`src/logic/cpm_pkg.sv`:
```
package cpm_pkg;
	// -------------------------------------------------------------
	// function codes for multifunction pins
	// -------------------------------------------------------------
	localparam int FUNC_W = 3;
	typedef enum logic [2:0] {
		CPM_FN_DEFAULT = 3'h0,
		CPM_FN_GPIN = 3'h1,
		CPM_FN_GPOUT = 3'h2,
		CPM_FN_IRQ1 = 3'h3,
		CPM_FN_IRQ2 = 3'h4,
		CPM_FN_CLKIN = 3'h5
	} cpm_func_type;
	// pll reference sources
	typedef enum logic [1:0] {
		CPM_PLL_MCLK = 2'h0,
		CPM_PLL_BCLK = 2'h1,
		CPM_PLL_DIN = 2'h2,
		CPM_PLL_GPIO = 2'h3
	} cpm_pll_src_type;
	// codec clock sources
	typedef enum logic [1:0] {
		CPM_CDC_MCLK = 2'h0,
		CPM_CDC_BCLK = 2'h1,
		CPM_CDC_GPIO = 2'h2,
		CPM_CDC_PLL = 2'h3
	} cpm_cdc_src_type;
	localparam int PWR_W = 4;
	localparam logic [PWR_W-1:0] PWR_RESET = 4'h0;
	// configuration carried as one struct
	typedef struct packed {
		cpm_func_type fn_din;
		cpm_func_type fn_dout;
		cpm_func_type fn_sclk;
		cpm_func_type fn_miso;
		cpm_func_type fn_gpio;
		cpm_pll_src_type pll_src;
		cpm_cdc_src_type cdc_src;
		logic [2:0] gpo_val;
		logic [PWR_W-1:0] pwr_en;
	} cpm_cfg_type;
	localparam cpm_cfg_type CFG_RESET = '{CPM_FN_DEFAULT, CPM_FN_DEFAULT, CPM_FN_DEFAULT,
		CPM_FN_DEFAULT, CPM_FN_DEFAULT, CPM_PLL_MCLK, CPM_CDC_MCLK, 3'h0, PWR_RESET};
	// raw pin inputs
	typedef struct packed {
		logic mclk;
		logic bclk;
		logic wclk;
		logic din;
		logic sclk;
		logic gpio;
		logic bus_sel;
		logic bus_a;
		logic bus_b;
	} cpm_pins_type;
endpackage : cpm_pkg

```
`src/logic/cpm_sync.sv`:
```
`timescale 1ns/1ns
module cpm_sync #(
	parameter int WIDTH = 1
) (
	input wire logic sys_clk,
	input wire logic rst_b,
	input wire logic [WIDTH-1:0] d,
	output logic [WIDTH-1:0] q
);
	if (WIDTH < 1) begin : g_width_check
		$error("cpm_sync width must be at least one");
	end
	logic [WIDTH-1:0] s1_reg;
	logic [WIDTH-1:0] s1_next;
	logic [WIDTH-1:0] q_next;
	always_comb begin
		s1_next = d;
		q_next = s1_reg;
	end
	always_ff @(posedge sys_clk) begin
		if (!rst_b) begin
			s1_reg <= '0;
			q <= '0;
		end else begin
			s1_reg <= s1_next;
			q <= q_next;
		end
	end
endmodule : cpm_sync

```
`src/logic/cpm_pin_mux.sv`:
```
`timescale 1ns/1ns
//
// Contract
// - select pin level chooses i2c or spi
// - reset and select fixed; others register driven
// - pins reset to default role
// - analog blocks off until each enabled
// - pll reference from four pins
// - three gp outputs on own pins
// - three gp inputs on own pins
// - exclusive pin serves one function only
// - mclk or bclk feed several clocks
module cpm_pin_mux
	import cpm_pkg::*;
(
	// clock and reset
	input wire logic sys_clk,
	input wire logic rst_b,
	// configuration from the register file
	input wire cpm_cfg_type cfg,
	input wire logic irq1_evt,
	input wire logic irq2_evt,
	input wire logic dout_data,
	// pins in
	input wire cpm_pins_type pins_in,
	// pin drivers
	output logic dout_o,
	output logic dout_oe,
	output logic miso_o,
	output logic miso_oe,
	output logic gpio_o,
	output logic gpio_oe,
	// decoded functions
	output logic use_spi,
	output logic i2c_scl,
	output logic i2c_sda,
	output logic spi_ss,
	output logic spi_mosi,
	output logic pll_ref,
	output logic codec_clk,
	output logic bclk_int,
	output logic [2:0] gpi_val,
	output logic [PWR_W-1:0] pwr_on
);
	// -------------------------------------------------------------
	// input synchronisers
	// -------------------------------------------------------------
	// only sampled signal levels; real clocks would use dedicated muxes
	cpm_pins_type ps;
	cpm_sync #(.WIDTH($bits(cpm_pins_type))) u_sync (
		.sys_clk(sys_clk),
		.rst_b(rst_b),
		.d(pins_in),
		.q(ps)
	);
	// -------------------------------------------------------------
	// configuration hold
	// -------------------------------------------------------------
	cpm_cfg_type cfg_reg;
	cpm_cfg_type cfg_next;
	always_comb begin
		cfg_next = cfg;
	end
	always_ff @(posedge sys_clk) begin
		if (!rst_b) begin
			cfg_reg <= CFG_RESET;
		end else begin
			cfg_reg <= cfg_next;
		end
	end
	// -------------------------------------------------------------
	// output decode
	// -------------------------------------------------------------
	logic dout_o_next, dout_oe_next, miso_o_next, miso_oe_next, gpio_o_next, gpio_oe_next;
	logic use_spi_next, i2c_scl_next, i2c_sda_next, spi_ss_next, spi_mosi_next;
	logic pll_ref_next, codec_clk_next, bclk_int_next;
	logic [2:0] gpi_next;
	logic [PWR_W-1:0] pwr_next;
	always_comb begin
		// control bus pins follow the static select level
		use_spi_next = ps.bus_sel;
		i2c_scl_next = ps.bus_sel ? 1'h1 : ps.bus_a;
		i2c_sda_next = ps.bus_sel ? 1'h1 : ps.bus_b;
		spi_ss_next = ps.bus_sel ? ps.bus_a : 1'h1;
		spi_mosi_next = ps.bus_sel ? ps.bus_b : 1'h0;
		// dout pin: one function at a time by case
		dout_o_next = 1'h0;
		dout_oe_next = 1'h1;
		case (cfg_reg.fn_dout)
			CPM_FN_DEFAULT: dout_o_next = dout_data;
			CPM_FN_GPOUT: dout_o_next = cfg_reg.gpo_val[0];
			CPM_FN_IRQ1: dout_o_next = irq1_evt;
			CPM_FN_IRQ2: dout_o_next = irq2_evt;
			default: dout_oe_next = 1'h0;
		endcase
		// miso pin drives only in a gp output or irq role, whatever the bus mode
		miso_o_next = 1'h0;
		miso_oe_next = 1'h1;
		case (cfg_reg.fn_miso)
			CPM_FN_GPOUT: miso_o_next = cfg_reg.gpo_val[1];
			CPM_FN_IRQ1: miso_o_next = irq1_evt;
			CPM_FN_IRQ2: miso_o_next = irq2_evt;
			default: miso_oe_next = 1'h0;
		endcase
		gpio_o_next = 1'h0;
		gpio_oe_next = 1'h1;
		case (cfg_reg.fn_gpio)
			CPM_FN_GPOUT: gpio_o_next = cfg_reg.gpo_val[2];
			CPM_FN_IRQ1: gpio_o_next = irq1_evt;
			CPM_FN_IRQ2: gpio_o_next = irq2_evt;
			default: gpio_oe_next = 1'h0;
		endcase
		// inputs read only when the pin is given that role
		gpi_next[0] = (cfg_reg.fn_din == CPM_FN_GPIN) & ps.din;
		gpi_next[1] = (cfg_reg.fn_sclk == CPM_FN_GPIN) & ps.sclk;
		gpi_next[2] = (cfg_reg.fn_gpio == CPM_FN_GPIN) & ps.gpio;
		// pll reference; din must be allocated exclusively
		case (cfg_reg.pll_src)
			CPM_PLL_MCLK: pll_ref_next = ps.mclk;
			CPM_PLL_BCLK: pll_ref_next = ps.bclk;
			CPM_PLL_DIN: pll_ref_next = (cfg_reg.fn_din == CPM_FN_CLKIN) & ps.din;
			default: pll_ref_next = (cfg_reg.fn_gpio == CPM_FN_CLKIN) & ps.gpio;
		endcase
		// shared clock pins may fan out at once
		case (cfg_reg.cdc_src)
			CPM_CDC_MCLK: codec_clk_next = ps.mclk;
			CPM_CDC_BCLK: codec_clk_next = ps.bclk;
			CPM_CDC_GPIO: codec_clk_next = (cfg_reg.fn_gpio == CPM_FN_CLKIN) & ps.gpio;
			default: codec_clk_next = pll_ref_next;
		endcase
		bclk_int_next = ps.bclk;
		pwr_next = cfg_reg.pwr_en;
	end
	always_ff @(posedge sys_clk) begin
		if (!rst_b) begin
			dout_o <= 1'h0;
			dout_oe <= 1'h0;
			miso_o <= 1'h0;
			miso_oe <= 1'h0;
			gpio_o <= 1'h0;
			gpio_oe <= 1'h0;
			use_spi <= 1'h0;
			i2c_scl <= 1'h1;
			i2c_sda <= 1'h1;
			spi_ss <= 1'h1;
			spi_mosi <= 1'h0;
			pll_ref <= 1'h0;
			codec_clk <= 1'h0;
			bclk_int <= 1'h0;
			gpi_val <= 3'h0;
			pwr_on <= PWR_RESET;
		end else begin
			dout_o <= dout_o_next;
			dout_oe <= dout_oe_next;
			miso_o <= miso_o_next;
			miso_oe <= miso_oe_next;
			gpio_o <= gpio_o_next;
			gpio_oe <= gpio_oe_next;
			use_spi <= use_spi_next;
			i2c_scl <= i2c_scl_next;
			i2c_sda <= i2c_sda_next;
			spi_ss <= spi_ss_next;
			spi_mosi <= spi_mosi_next;
			pll_ref <= pll_ref_next;
			codec_clk <= codec_clk_next;
			bclk_int <= bclk_int_next;
			gpi_val <= gpi_next;
			pwr_on <= pwr_next;
		end
	end
endmodule : cpm_pin_mux

```
`config.mk`:
```
export PLATFORM = sky130hd
export DESIGN_NAME = cpm_pin_mux
export DESIGN_NICKNAME = d
export VERILOG_FILES = /design/src/logic/cpm_pkg.sv /design/src/logic/cpm_sync.sv /design/src/logic/cpm_pin_mux.sv
export SDC_FILE = /design/constraint.sdc
export NUM_CORES = 1
export LEC_CHECK = 0
export BUFFER_PORTS_ARGS = -buffer_cell sky130_fd_sc_hd__clkbuf_2
export CAP_MARGIN = 5
export CORE_UTILIZATION = 49
export DETAILED_ROUTE_END_ITERATION = 8
export MAX_ROUTING_LAYER = met4
export PLACE_DENSITY_LB_ADDON = 0.05
export SYNTH_ARGS = -nofsm -noshare
export SYNTH_HDL_FRONTEND = slang
export SYNTH_HIERARCHICAL = 1
export SYNTH_SLANG_ARGS = --single-unit
```
`constraint.sdc`:
```
create_clock -name sys_clk -period 1.1 [get_ports sys_clk]
set_input_delay 0.22 -clock sys_clk [delete_from_list [all_inputs] [get_ports sys_clk]]
set_output_delay 0.22 -clock sys_clk [all_outputs]
set_load 0.005 [all_outputs]
```
==> results.sh <==
export IMPL_dieArea_mm2=0.00420
export IMPL_nFillCells=298
export IMPL_finalHoldViolCount=0
export IMPL_critPathKind="flip-flop to flip-flop"
export IMPL_cp_start_kind="flip-flop"
export IMPL_leakage_nw=1.12
export IMPL_clkTransAtPathRegs_ps=60
export IMPL_worst_pin_slew_ps=250
export IMPL_period_share_pct=92.7
export IMPL_cts_made_buffers=9
export IMPL_dieHeight_um=64.8
export IMPL_clk_path_buf_depth=2
export IMPL_vias=1292
export IMPL_slowest_stage="dfxtp_1"
export IMPL_final_util_pct=66.5
export IMPL_syn_nets=205
export IMPL_nets=272
export IMPL_hpwl_mm=2.18
export IMPL_ir_worst_vdd_mv=1.13
export IMPL_cts_tree="yes"
export IMPL_layout_drive_gt1_share_pct=39.7
export IMPL_multi_input_area_um2=621
export IMPL_clk_latency_ps=330
export IMPL_overflow=0
export IMPL_wl_met2_mm=1.48
export IMPL_p_total_w=0.00475
export IMPL_synth_area_mm2=0.00193
export IMPL_drtIter0Drc=62
export IMPL_viasPerCell=4.53
export IMPL_largest_register_ffs=22
export IMPL_hp_class="primary input to flip-flop"
export IMPL_post_cts_resized=0
export IMPL_syn_avg_cell_area_um2=11.7
export IMPL_htreeDepth=3
export IMPL_die_w_um=64.8
export IMPL_hold_buffers=0
export IMPL_totalWireLength_mm=3.05
export IMPL_crit_fanout=5
export IMPL_fin_skew_ps=5.22
export IMPL_areaGrowthSynthToFinish_pct=27.8
export IMPL_slowest_delay_ps=400
export IMPL_yosysWarnings=6
export IMPL_power_density_mw_per_mm2=1920
export IMPL_rsz0062_at_grt="false"
export IMPL_met3_length_um=188
export IMPL_place_congestion=0.659
export IMPL_post_cts_setup_buffer_count=0
export IMPL_initial_core_util_pct=52.0
export IMPL_wl_met1_mm=1.32
export IMPL_clockRootBuffer="clkbuf_8"
export IMPL_postRouteAntennaNets=0
export IMPL_firstDrtPassIters=4
export IMPL_top_layer="met4"
export IMPL_period_minus_slack_ps=1020
export IMPL_core_area_mm2=0.00372
export IMPL_crit_required_ps=1360
export IMPL_cts_sinks=63
export IMPL_antenna_found_initial=0
export IMPL_grt_pass1_wl_mm=4.89
export IMPL_clock_fmax_ghz=0.980
export IMPL_rows=22
export IMPL_io_buffers=59
export IMPL_critPathArrivalTime_ps=1280
export IMPL_setup_viol=0
export IMPL_maxSlewHeadroom_pct=83.1
export IMPL_status="completed"
export IMPL_path_cells="nand4b_1 -> o22ai_1 -> nor2_1 -> o21ai_1"
export IMPL_antenna_cells=0
export IMPL_grt_usage_pct=17.0
export IMPL_area_sequential_mm2=0.00126
export IMPL_io_pin_count=61
export IMPL_grt_pass1_vias=1193
export IMPL_finalMaxSlewViolations=0
export IMPL_wire_per_inst_um=10.7
export IMPL_fin_setup_tns_ps=0
export IMPL_end_kind="flip-flop"
export IMPL_route_detailed_drc=0
export IMPL_synth_cells=165
export IMPL_grt_max_degree=29
export IMPL_drv_cap=0
## worst max-delay path, delay by kind of cell (launching register included)
family / cells / cell delay (ps)
DFF: 1 / 400
and+or+nand+nor: 2 / 230
AOI/OAI and AO/OA: 2 / 330
## worst paths after layout
check / endpoint / start / slack (ps) / cells past startpoint
setup / recovery: codec_clk / cfg_reg[11] / 80 / 4
hold / removal: cfg_reg[21] / cfg[21] / 90 / 2
setup reg to reg: codec_clk / cfg_reg[11] / 80 / 4
hold reg to reg: gpi_val[1] / cfg_reg[18] / 390 / 1
## area by class of cell
cell class                      count  share of cell area, %
Timing Repair Buffer               62                   12.9
Inverter                            1                  0.253
Multi-Input combinational cell     95                   25.1
Clock inverter                      4                   2.84
Clock buffer                       12                   5.47
Sequential cell                    63                   51.0
Tap cell                           48                   2.43
## routing by layer
metal / vias up / global-route usage (%)
met2: 42 / 26.6
met4: 0 / 10.8
met1: 570 / 17.0
li1: 670 / -
met5: - / -
met3: 10 / 8.10
## layout by cell type, fill, tap and decap left out, types with 4 or more instances in the layout
cell,n
mux2i_1,6
dfxtp_1,63
nor2_1,11
and2_2,14
clkbuf_8,9
clkbuf_2,59
nor3_1,4
and2_1,34
## where the power goes
| part | switching, W | leakage [nW] | total (W) | internal [W] |
|---|---|---|---|---|
| Combinational | 0.0000939 | 0.499 | 0.000247 | 0.000153 |
| Clock | 0.000800 | 0.104 | 0.00207 | 0.00127 |
| Sequential | 0.0000446 | 0.521 | 0.00244 | 0.00239 |
| Total | 0.000939 | 1.12 | 0.00475 | 0.00381 |
## stage by stage
step / std cells / cell area, µm² / hold WS, ps / setup slack [ps]
after floorplan: 165 / 1930 / 347 / 164
after global placement: 269 / 2270 / 380 / 111
after detailed placement: 269 / 2270 / 377 / 75.1
after CTS: 285 / 2470 / 79.1 / 73.3
after global routing: 285 / 2470 / 78.2 / 4.82
final: 285 / 2470 / 90.9 / 80.1
No activity file was read; power rests on OpenSTA's default activity.
